File: config.mk
export PLATFORM = sky130hd
export DESIGN_NAME = jlc_link_regs
export DESIGN_NICKNAME = d
export VERILOG_FILES = /design/src/logic/jlc_pkg.sv /design/src/logic/jlc_link_regs.sv
export VERILOG_INCLUDE_DIRS = /design/src /design/src/logic
export SDC_FILE = /design/constraint.sdc
export NUM_CORES = 1
export LEC_CHECK = 0
export CAP_MARGIN = 20
export CORE_MARGIN = 5
export CORE_UTILIZATION = 47
export DETAILED_ROUTE_END_ITERATION = 8
export DONT_BUFFER_PORTS = 1
export PLACE_DENSITY = 0.65
export SYNTH_ARGS = -nofsm -noshare
export SYNTH_HDL_FRONTEND = slang
export SYNTH_SLANG_ARGS = --single-unit
export TNS_END_PERCENT = 1
File: constraint.sdc
create_clock -name sys_clk -period 41.2 [get_ports sys_clk]
set_input_delay 4.12 -clock sys_clk [delete_from_list [all_inputs] [get_ports sys_clk]]
set_output_delay 4.12 -clock sys_clk [all_outputs]
set_load 0.02 [all_outputs]
File: src/logic/jlc_cfg.svh
`ifndef JLC_CFG_SVH
`define JLC_CFG_SVH

// register offsets
`define JLC_OFS_EN 12'h200
`define JLC_OFS_MODE 12'h201
`define JLC_OFS_KM1 12'h202
`define JLC_OFS_SYNC 12'h203
`define JLC_OFS_CTRL 12'h204
`define JLC_OFS_STAT 12'h20F

// reset values
`define JLC_RST_EN 1'h1
`define JLC_RST_MODE 6'h00
`define JLC_RST_KM1 8'h1F
`define JLC_RST_SYNC 1'h1
`define JLC_RST_CTRL 5'h03
`define JLC_RST_K 12'h020

// link control field positions
`define JLC_B_ULM 4
`define JLC_B_SSH 3
`define JLC_B_SSL 2
`define JLC_B_FMT 1
`define JLC_B_SCR 0
`define JLC_CTRL_W 5
`define JLC_MODE_W 6

// sync source codes
`define JLC_SRC_SE 2'h0
`define JLC_SRC_TS 2'h1
`define JLC_SRC_NONE 2'h2

// 64b/66b multiframe numerator and lane mapping
`define JLC_K64_NUM 8'h00
`define JLC_LANE_UPPER 4'h4
`define JLC_MAX_UPPER_L 4'h4
`define JLC_LANES 8

`endif

File: src/logic/jlc_pkg.sv
package jlc_pkg;
  typedef logic [11:0] jlc_addr_t;
  typedef logic [7:0] jlc_byte_t;
  typedef logic [11:0] jlc_kval_t;
  typedef logic [1:0] jlc_src_t;
endpackage

File: src/logic/jlc_link_regs.sv
`include "jlc_cfg.svh"

module jlc_link_regs (
  input wire logic sys_clk,
  input wire logic nrst,
  input jlc_pkg::jlc_addr_t reg_addr,
  input jlc_pkg::jlc_byte_t reg_wdata,
  input wire logic reg_wr,
  input wire logic reg_rd,
  output jlc_pkg::jlc_byte_t reg_rdata,
  input wire logic mode_is_64b66b,
  input wire logic [3:0] mode_e,
  input wire logic [7:0] mode_f,
  input wire logic [3:0] mode_lanes,
  input wire logic frame_tick,
  input wire logic sysref_pin,
  input wire logic sync_se_n_pin,
  input wire logic sync_ts_n_pin,
  output logic link_rst_n,
  output logic serdes_pd,
  output logic link_clk_en,
  output logic [5:0] link_output_mode,
  output jlc_pkg::jlc_kval_t frames_per_multiframe,
  output jlc_pkg::jlc_kval_t mfc_value,
  output logic mfc_boundary,
  output logic sync_request,
  output logic sample_twos_comp,
  output logic scrambler_active,
  output logic [`JLC_LANES-1:0] lane_en
);

  logic en_q;
  logic [`JLC_MODE_W-1:0] mode_q;
  jlc_pkg::jlc_byte_t km1_q;
  logic ssync_n_q;
  logic [`JLC_CTRL_W-1:0] ctrl_q;
  jlc_pkg::jlc_src_t src;
  logic [1:0] se_sy_q;
  logic [1:0] ts_sy_q;
  logic [2:0] sr_sy_q;
  logic sysref_rise;
  jlc_pkg::jlc_kval_t k_d;
  jlc_pkg::jlc_kval_t k64;
  jlc_pkg::jlc_kval_t num;
  jlc_pkg::jlc_kval_t den;
  logic sync_d;
  logic [3:0] base;

  assign src = ctrl_q[`JLC_B_SSH:`JLC_B_SSL];

  // register writes
  always_ff @(posedge sys_clk) begin
    if (!nrst) begin
      en_q <= `JLC_RST_EN;
      mode_q <= `JLC_RST_MODE;
      km1_q <= `JLC_RST_KM1;
      ssync_n_q <= `JLC_RST_SYNC;
      ctrl_q <= `JLC_RST_CTRL;
    end else if (reg_wr) begin
      unique case (reg_addr)
        `JLC_OFS_EN: en_q <= reg_wdata[0];
        `JLC_OFS_MODE: mode_q <= reg_wdata[`JLC_MODE_W-1:0];
        `JLC_OFS_KM1: km1_q <= reg_wdata;
        `JLC_OFS_SYNC: ssync_n_q <= reg_wdata[0];
        `JLC_OFS_CTRL: ctrl_q <= reg_wdata[`JLC_CTRL_W-1:0];
        default: ;
      endcase
    end
  end

  // read data stands only in the cycle after the strobe; reserved bits read zero
  always_ff @(posedge sys_clk) begin
    if (!nrst) begin
      reg_rdata <= '0;
    end else if (reg_rd) begin
      unique case (reg_addr)
        `JLC_OFS_EN: reg_rdata <= {7'h00, en_q};
        `JLC_OFS_MODE: reg_rdata <= {2'h0, mode_q};
        `JLC_OFS_KM1: reg_rdata <= km1_q;
        `JLC_OFS_SYNC: reg_rdata <= {7'h00, ssync_n_q};
        `JLC_OFS_CTRL: reg_rdata <= {3'h0, ctrl_q};
        `JLC_OFS_STAT: reg_rdata <= {5'h00, mfc_boundary, link_clk_en, sync_request};
        default: reg_rdata <= '0;
      endcase
    end else begin
      reg_rdata <= '0;
    end
  end

  // pin synchronisers; only the second stage of each sync pin feeds logic, the sysref edge uses the second and third stages
  always_ff @(posedge sys_clk) begin
    if (!nrst) begin
      se_sy_q <= 2'h3;
      ts_sy_q <= 2'h3;
      sr_sy_q <= 3'h0;
    end else begin
      se_sy_q <= {se_sy_q[0], sync_se_n_pin};
      ts_sy_q <= {ts_sy_q[0], sync_ts_n_pin};
      sr_sy_q <= {sr_sy_q[1:0], sysref_pin};
    end
  end

  assign sysref_rise = sr_sy_q[1] & ~sr_sy_q[2];

  // software request always counts; pin only when selected, code 3 acts as none
  always_comb begin
    sync_d = ~ssync_n_q;
    unique case (src)
      `JLC_SRC_SE: sync_d = sync_d | ~se_sy_q[1];
      `JLC_SRC_TS: sync_d = sync_d | ~ts_sy_q[1];
      default: sync_d = sync_d;
    endcase
  end

  // effective K; zero F from the decoder is treated as one to avoid a divide by zero
  assign num = {mode_e, `JLC_K64_NUM};
  assign den = (mode_f == 8'h00) ? 12'h001 : {4'h0, mode_f};
  assign k64 = num / den;
  assign k_d = mode_is_64b66b ? k64 : ({4'h0, km1_q} + 12'h001);

  // lane base moves up only when the mode fits in four lanes
  assign base = (ctrl_q[`JLC_B_ULM] && mode_lanes <= `JLC_MAX_UPPER_L) ?
                `JLC_LANE_UPPER : 4'h0;

  // link-side controls, registered one cycle after the fields
  always_ff @(posedge sys_clk) begin
    if (!nrst) begin
      link_rst_n <= 1'b0;
      serdes_pd <= 1'b1;
      link_clk_en <= 1'b0;
      link_output_mode <= `JLC_RST_MODE;
      frames_per_multiframe <= `JLC_RST_K;
      sync_request <= 1'b0;
      sample_twos_comp <= 1'b1;
      scrambler_active <= 1'b1;
    end else begin
      link_rst_n <= en_q;
      serdes_pd <= ~en_q;
      link_clk_en <= en_q;
      link_output_mode <= mode_q;
      frames_per_multiframe <= k_d;
      sync_request <= sync_d;
      sample_twos_comp <= ctrl_q[`JLC_B_FMT];
      scrambler_active <= ctrl_q[`JLC_B_SCR] | mode_is_64b66b;
    end
  end

  genvar gi;
  generate
    for (gi = 0; gi < `JLC_LANES; gi++) begin : g_lane
      always_ff @(posedge sys_clk) begin
        if (!nrst) begin
          lane_en[gi] <= 1'b0;
        end else begin
          lane_en[gi] <= en_q && (4'(gi) >= base) &&
                         (4'(gi) < base + mode_lanes);
        end
      end
    end
  endgenerate

  // multiframe counter: held at zero while disabled so sysref cannot align it
  always_ff @(posedge sys_clk) begin
    if (!nrst) begin
      mfc_value <= '0;
      mfc_boundary <= 1'b0;
    end else if (!en_q) begin
      mfc_value <= '0;
      mfc_boundary <= 1'b0;
    end else if (sysref_rise) begin
      mfc_value <= '0;
      mfc_boundary <= 1'b1;
    end else if (frame_tick) begin
      if (mfc_value + 12'h001 >= frames_per_multiframe) begin
        mfc_value <= '0;
        mfc_boundary <= 1'b1;
      end else begin
        mfc_value <= mfc_value + 12'h001;
        mfc_boundary <= 1'b0;
      end
    end else begin
      mfc_boundary <= 1'b0;
    end
  end
endmodule

* Word-level counts from Yosys, hierarchy flattened
Cells that the tools add are included.
Word-level totals: register bits after elaboration 80, bits of input ports 45, logic and storage cells 101
Cells by class: add/sub/neg operators 3, divide/modulo/power cells 1, order comparisons 18, eq/ne operators 7, muxes and demuxes 9, bitwise logic cells 10, reductions and logical operators 27
Operators with widths (count):
- 12-bit by 10-bit equality test with 1-bit output (second input constant) | 6
- 8-bit one-hot mux with 6 select lines | 1
- 12-bit two-way mux | 2
- 1-bit logical AND | 17
- 3-bit by 4-bit less-than comparator with 1-bit output (first input constant) | 4
- 2-bit AND reduction | 7
- 12-bit by 1-bit adder with 12-bit output (second input constant) | 1
- 12-bit by 12-bit divider with 12-bit output | 1
- 12-bit greater-or-equal comparator | 1
- 3-bit greater-or-equal comparator (first input constant) | 4
- 8-bit by 1-bit adder with 9-bit output (second input constant) | 1
- 8-bit zero test | 1
- 1-bit by 4-bit less-than comparator with 1-bit output (first input constant) | 2
- 2-bit by 4-bit less-than comparator with 1-bit output (first input constant) | 2
- 8-bit two-way mux | 1
- 1-bit by 3-bit greater-or-equal comparator with 1-bit output (first input constant) | 2
- 2-bit by 3-bit greater-or-equal comparator with 1-bit output (first input constant) | 2
- 1-bit inverter | 6
- 3-bit by 4-bit adder with 4-bit output | 1
- 4-bit by 3-bit less-or-equal comparator with 1-bit output (second input constant) | 1
- 1-bit two-way mux | 3
- 3-bit two-way mux | 1
- 1-bit bitwise OR | 3
- 3-bit OR reduction | 1
- other kinds (4) | 4

* Depth between registers and ports, before layout
Gate-level depths: netlist of the first run.
word-level depth 6, mapped depth 95, gate-level depth less buffers 90

* Worst setup path before layout of the first run
OpenSTA, ideal clock, no wires.
path kind input port to flip-flop, start point in mode_f[1], end point reg frames_per_multiframe[0], data arrival time 21515 ps, setup slack 19584 ps, stages 86, cell sequence buf_2 inv_1 nand2_1 nor2_2 or2_2 inv_2 clkbuf_1 ha_1 a21oi_1 ha_1 nor4b_1 nor2_1 o221ai_1 inv_1 ha_1 o211ai_1 a211o_1 nand2_1 [... 50 more ...] o21ai_0 ha_1 o21a_1 o21a_1 o211ai_1 nand3_1 o211ai_1 and3_1 a31o_1 o2111ai_2 or2_1 buf_6 mux2_4 ha_1 nand4_1 o311ai_0 nor4_1 o41ai_1
On the way: word-level cells in the longest chain between the ends 4
Ends and longest elaborated chain:
- from (decl) | RTL line jlc_link_regs.sv:13 | input wire logic [7:0] mode_f,
- 8-bit zero test | RTL line jlc_link_regs.sv:117 | assign den = (mode_f == 8'h00) ? 12'h001 : {4'h0, mode_f};
- 8-bit two-way mux (*) | RTL line jlc_link_regs.sv:117
- 12-bit by 12-bit divider with 12-bit output (*) | RTL line jlc_link_regs.sv:118 | assign k64 = num / den;
- 12-bit two-way mux (*) | RTL line jlc_link_regs.sv:119 | assign k_d = mode_is_64b66b ? k64 : ({4'h0, km1_q} + 12'h001);
- to (signal assigned) | RTL line jlc_link_regs.sv:132 | frames_per_multiframe <= `JLC_RST_K;
- to (signal assigned) | RTL line jlc_link_regs.sv:141 | frames_per_multiframe <= k_d;
- to (decl) | RTL line jlc_link_regs.sv:23 | output jlc_pkg::jlc_kval_t frames_per_multiframe,
Mark *: on every way between the ends. The rest lies on a longest branch, timed or not. A chain may end at the register's enable or synchronous reset.

* Final worst setup path of the first run
start point in mode_f[3], end point reg frames_per_multiframe[0]
The elaborated chain is that of the path after synthesis.

==> results.toml, run 1 <==
[floorplan]
initial_core_util = 0.480
dieArea_um2 = 17400
die_x_um = 132
num_io_pins = 98
rows = 44
die_y_um = 132
core_area_um2 = 14600

[global_route]
grtUsageMet3 = 0.0458
grt_first_pass_wirelength_um = 29800
grt_use_total = 0.204
met1_usage = 0.274
globalRoute.busiestLayer = "met2"
antenna_found_initial = 0
grt_max_degree = 52
grt-ovfl-total = 0
grt_pass1_vias = 5711
use_met2 = 0.330

[flow_run]
maxCapViolCount = 0

[timing]
relSlewSlack = 0.265
final.min_clock_period_ns = 23.71
period_share = 0.575
tns_ns = 0
hold_ws_ns = 0.406
skew_ns = 0.00566
fin_ws_ns = 17.49
fmax_mhz = 42.2
worst_pin_slew_ns = 1.09
grt_setup_unrepaired = "no"
timing.final.max_slew_violations = 0
hold_viol_final = 0
setup_violations = 0

[routing]
drtIter0Drc = 398
routed_wl_um = 18700
drcViolationCount = 0
drt_first_pass_iters = 6
via_per_inst = 5.93
post_drt_wl_per_cell_um = 17.7
ant_nets = 0
vias = 6265

[clock_network]
h-tree-depth = 3
clock-root-buffer = "clkbuf_16"
cts_num_sinks = 80
tritoncts = "done"
cts_setup_buffers = 0
clk_pin_slew_ns = 0.07
holdBufCountCts = 0
clk_path_buf_depth = 2
numCtsBuffers = 9
postCtsResizedCells = 0
clk_latency_ns = 0.34

[synth]
syn-num-nets = 1004
async_flop_share = 0
syn_area_um2 = 7000
avgSynthCellArea_um2 = 7.93
yosysWarnings = 0
synth-edff-count = 0
postSynthCellCount = 882
synth_seq_area_share = 0.229
synth_top_area_share = 0.229
ys_types = 83
synth_area_leaders = "dfxtp_1, ha_1, nand2_1, a21oi_1, xnor2_1"
yosys.area.top_type = "dfxtp_1"
synth-seq-cells = 80
synth-main-ff-cell = "dfxtp_1"

[critical_path]
crit_path_start_kind = "input pin"
cp.required_ns = 41.44
r2r_cells = 13
crit_path_end_kind = "flip-flop"
max_stage_delay_ns = 0.71
crit_arrival_ns = 23.94
crit_slowest_cell = "o2bb2ai_1"
worst-setup-path-type = "in -> reg"
crit_top_cell = "ha_1"
cp_max_fo = 21

[power_and_ir_drop]
pwr_density_cell_nw_per_um2 = 82.3
cellLeakagePower_nw = 3.31
vdd_drop_max_mv = 0.0578

[cells_and_area]
area_growth_pct = 6.51
final_util = 0.511
mostFrequentLayoutCell = "nand2_1"
finalNetCount = 989
diodes = 0
drive_above_1_share = 0.0814
fillers = 1416
layout_common_cells = "nand2_1, dfxtp_1, ha_1, nor2_1, a21oi_1"

[placed_design]
dp_hpwl_um = 14500
place_ws_ns = 17.40
place.port_buffers = 0
finalWeightedCongestion = 0.964

[hold_path]
hold_path_depth = 1
hp-class = "reg -> reg"

[outcome]
outcome = "finished clean"
-- report_power, final --
group	switching, W	internal [W]	leakage (nW)
Clock	0.0000343	0.0000544	0.164
Combinational	0.000230	0.000208	2.49
Sequential	0.00000611	0.0000803	0.652
Total	0.000270	0.000342	3.31
-- stage by stage --
step	instance area (um^2)	total power, W	std cells
after floorplan	7000	0.000455	882
after global placement	7120	0.000522	1040
after detailed placement	7120	0.000519	1040
after CTS	7450	0.000611	1056
after global routing	7450	0.000667	1056
final	7450	0.000613	1056
-- registers in the layout, summed over array words and instances (netlist names), 5 cells and up --
name	cells
frames_per_multiframe	12
mfc_value	12
km1_q	8
lane_en	8
reg_rdata	8
link_output_mode	6
mode_q	6
ctrl_q	5
-- worst max-delay path, delay by kind of cell --
family	cells	cell delay [ns]
AOI/OAI and AO/OA	30	7.97
and+or+nand+nor	29	6.22
adders and majority gates	12	3.97
muxes	3	1.17
buffers and inverters	3	0.42
-- final timing paths --
check                                  from                                   to  slack, ns
hold reg to reg       se_sy_q[0]$_SDFF_PN1_                se_sy_q[1]$_SDFF_PN1_       0.41
setup reg to reg  mfc_value[0]$_SDFFE_PP0P_            mfc_value[7]$_SDFFE_PP0P_      37.76
hold / removal        se_sy_q[0]$_SDFF_PN1_                se_sy_q[1]$_SDFF_PN1_       0.41
setup / recovery                  mode_f[3]  frames_per_multiframe[0]$_SDFF_PN0_      17.49
-- cells by family (layout without fill, tap and decap cells) --
kind of cell | Yosys count | count (layout) | share of synthesized area
AOI/OAI and AO/OA | 225 | 225 | 0.228
and+or+nand+nor | 351 | 351 | 0.248
adders and majority gates | 77 | 77 | 0.139
muxes | 34 | 34 | 0.0572
xor gates and xnor gates | 46 | 46 | 0.0576
buffers and inverters | 69 | 59 | 0.0411
DFF | 80 | 80 | 0.229
-- cells in the mapped netlist (15+ instances only) --
cell and number:
nand2b_1 23, nand3_1 42, clkbuf_1 20, xnor2_1 31
mux2_2 18, a21oi_1 56, ha_1 76, dfxtp_1 80
nor2_1 66, nor3_1 16, and2_1 18, inv_1 38
xor2_1 15, o21ai_0 29, a21o_1 31, nand2_1 111
-- final cells by class --
type / instances / area (um^2) / share of cell area
clock inverters: 7 / 109 / 0.0146
clock buffers: 9 / 225 / 0.0302
repair buffers: 3 / 22.5 / 0.00302
well taps: 184 / 230 / 0.0309
flip-flops and latches: 80 / 1600 / 0.215
inverters: 40 / 150 / 0.0202
multi-input cells: 733 / 5110 / 0.686
-- per-layer routing --
metal	vias to the layer above	part of all wire
met2	151	0.46
li1	3155	-
met4	0	0.022
met1	2932	0.46
met5	-	0
met3	27	0.060
Power figures use the tool's default switching activity.
==> run 2, diff against run 1 <==
==> constraint.sdc (replaced) <==
create_clock -name sys_clk -period 24.1 [get_ports sys_clk]
set_input_delay 2.41 -clock sys_clk [delete_from_list [all_inputs] [get_ports sys_clk]]
set_output_delay 2.41 -clock sys_clk [all_outputs]
set_load 0.02 [all_outputs]
==> results.toml, run 2 (synthesis results as in run 1) <==
[hold_path]
hold_path_depth = 1
hp-class = "reg -> reg"

[routing]
drt_first_pass_iters = 5
ant_nets = 0
drtIter0Drc = 456
post_drt_wl_per_cell_um = 17.5
drcViolationCount = 0
via_per_inst = 5.99
routed_wl_um = 18500
vias = 6326

[critical_path]
critical_path_depth = 78
cp_top_family = "compound AO/OA/AOI/OAI gates"
worst-setup-path-type = "in -> reg"
crit_path_end_kind = "flip-flop"
crit_path_start_kind = "input pin"
crit_top_cell = "ha_1"
cp.required_ns = 24.33
cp_max_fo = 21
crit_arrival_ns = 22.34
crit_slowest_cell = "o2bb2ai_1"
r2r_cells = 13
max_stage_delay_ns = 0.73
cp_num_buf_inv = 3

[outcome]
outcome = "finished clean"

[clock_network]
clock-root-buffer = "clkbuf_16"
clk_pin_slew_ns = 0.06
clk_path_buf_depth = 2
cts_num_sinks = 80
cts_setup_buffers = 0
h-tree-depth = 3
holdBufCountCts = 0
tritoncts = "done"
clk_latency_ns = 0.33
numCtsBuffers = 9
postCtsResizedCells = 0

[placed_design]
finalWeightedCongestion = 0.964
dp_hpwl_um = 14300
placed_cell_area_um2 = 7120
place.port_buffers = 0
dp.cells = 1040

[timing]
hold_ws_ns = 0.408
skew_ns = 0.00563
tns_ns = 0
period_share = 0.918
fmax_mhz = 45.2
relSlewSlack = 0.266
worst_pin_slew_ns = 1.09
grt_setup_unrepaired = "no"
setup_violations = 0
timing.final.max_slew_violations = 0
final.min_clock_period_ns = 22.11
hold_viol_final = 0

[cells_and_area]
final_cells = 1056
fillers = 1402
reg_top3 = "frames_per_multiframe x12, mfc_value x12"
seq_area_um2 = 1600
drive_above_1_share = 0.0814
mostFrequentLayoutCell = "nand2_1"
layout_common_cells = "nand2_1, dfxtp_1, ha_1, nor2_1, a21oi_1"
multi_input_area_um2 = 5110
final_area_um2 = 7390
diodes = 0
finalNetCount = 989
area_growth_pct = 5.71

[power_and_ir_drop]
vdd_drop_max_mv = 0.0935
cellLeakagePower_nw = 3.28
total_power_w = 0.00102
pwr_density_cell_nw_per_um2 = 138

[global_route]
antenna_found_initial = 0
grt_first_pass_wirelength_um = 29500
grt_pass1_vias = 5708
grt_max_degree = 52
grt_use_total = 0.203
grt-ovfl-total = 0

[floorplan]
rows = 44
core_area_um2 = 14600
dieArea_um2 = 17400
die_x_um = 132
die_y_um = 132
num_io_pins = 98
initial_core_util = 0.480

[flow_run]
maxCapViolCount = 0
## run 2: changes by cell type in the layout (fill, tap and decap cells not counted)
cell / change
inv_8: -2
inv_6: +1
bufinv_16: -2
clkinv_2: +2
clkinvlp_4: +1
## run 2: area by class of cell
class                           count  share of cell area
Clock buffer                        9              0.0305
Clock inverter                      7             0.00711
Inverter                           40              0.0203
Multi-Input combinational cell    733               0.691
Sequential cell                    80               0.217
Tap cell                          184              0.0311
Timing Repair Buffer                3             0.00305
## run 2: where the power goes
group	internal (W)	switching, W	leakage (nW)
clock network	0.0000706	0.0000565	0.137
logic	0.000355	0.000393	2.49
registers	0.000137	0.0000102	0.652
## run 2: worst register-to-register path: cells and delay by family, from the launching register on
| family | cells | cell delay (ns) |
|---|---|---|
| AOI/OAI and AO/OA | 11 | 2.17 |
| adders and majority gates | 2 | 0.61 |
| DFF | 1 | 0.59 |
## run 2: worst paths after layout
check	slack, ns	end	startpoint
max	1.99	frames_per_multiframe[0]$_SDFF_PN0_	mode_f[3]
min	0.41	se_sy_q[1]$_SDFF_PN1_	se_sy_q[0]$_SDFF_PN1_
max reg2reg	20.68	mfc_value[7]$_SDFFE_PP0P_	mfc_value[0]$_SDFFE_PP0P_
min reg2reg	0.41	se_sy_q[1]$_SDFF_PN1_	se_sy_q[0]$_SDFF_PN1_
## run 2: routing by layer
layer  up-vias  GRT usage  routed length, um
met5         -          0                  0
met4         0     0.0606                325
met3        20     0.0389               1320
met2       213      0.319               8350
met1      2934      0.282               8510
li1       3159          -                  -
## run 2: per-stage QoR
| step | utilization | setup WS (ns) |
|---|---|---|
| final | 0.507 | 1.99 |
| after global routing | 0.507 | 0.606 |
| after floorplan | - | 4.19 |
| after global placement | 0.488 | 2.20 |
| after detailed placement | 0.488 | 1.97 |
| after CTS | 0.507 | 2.28 |
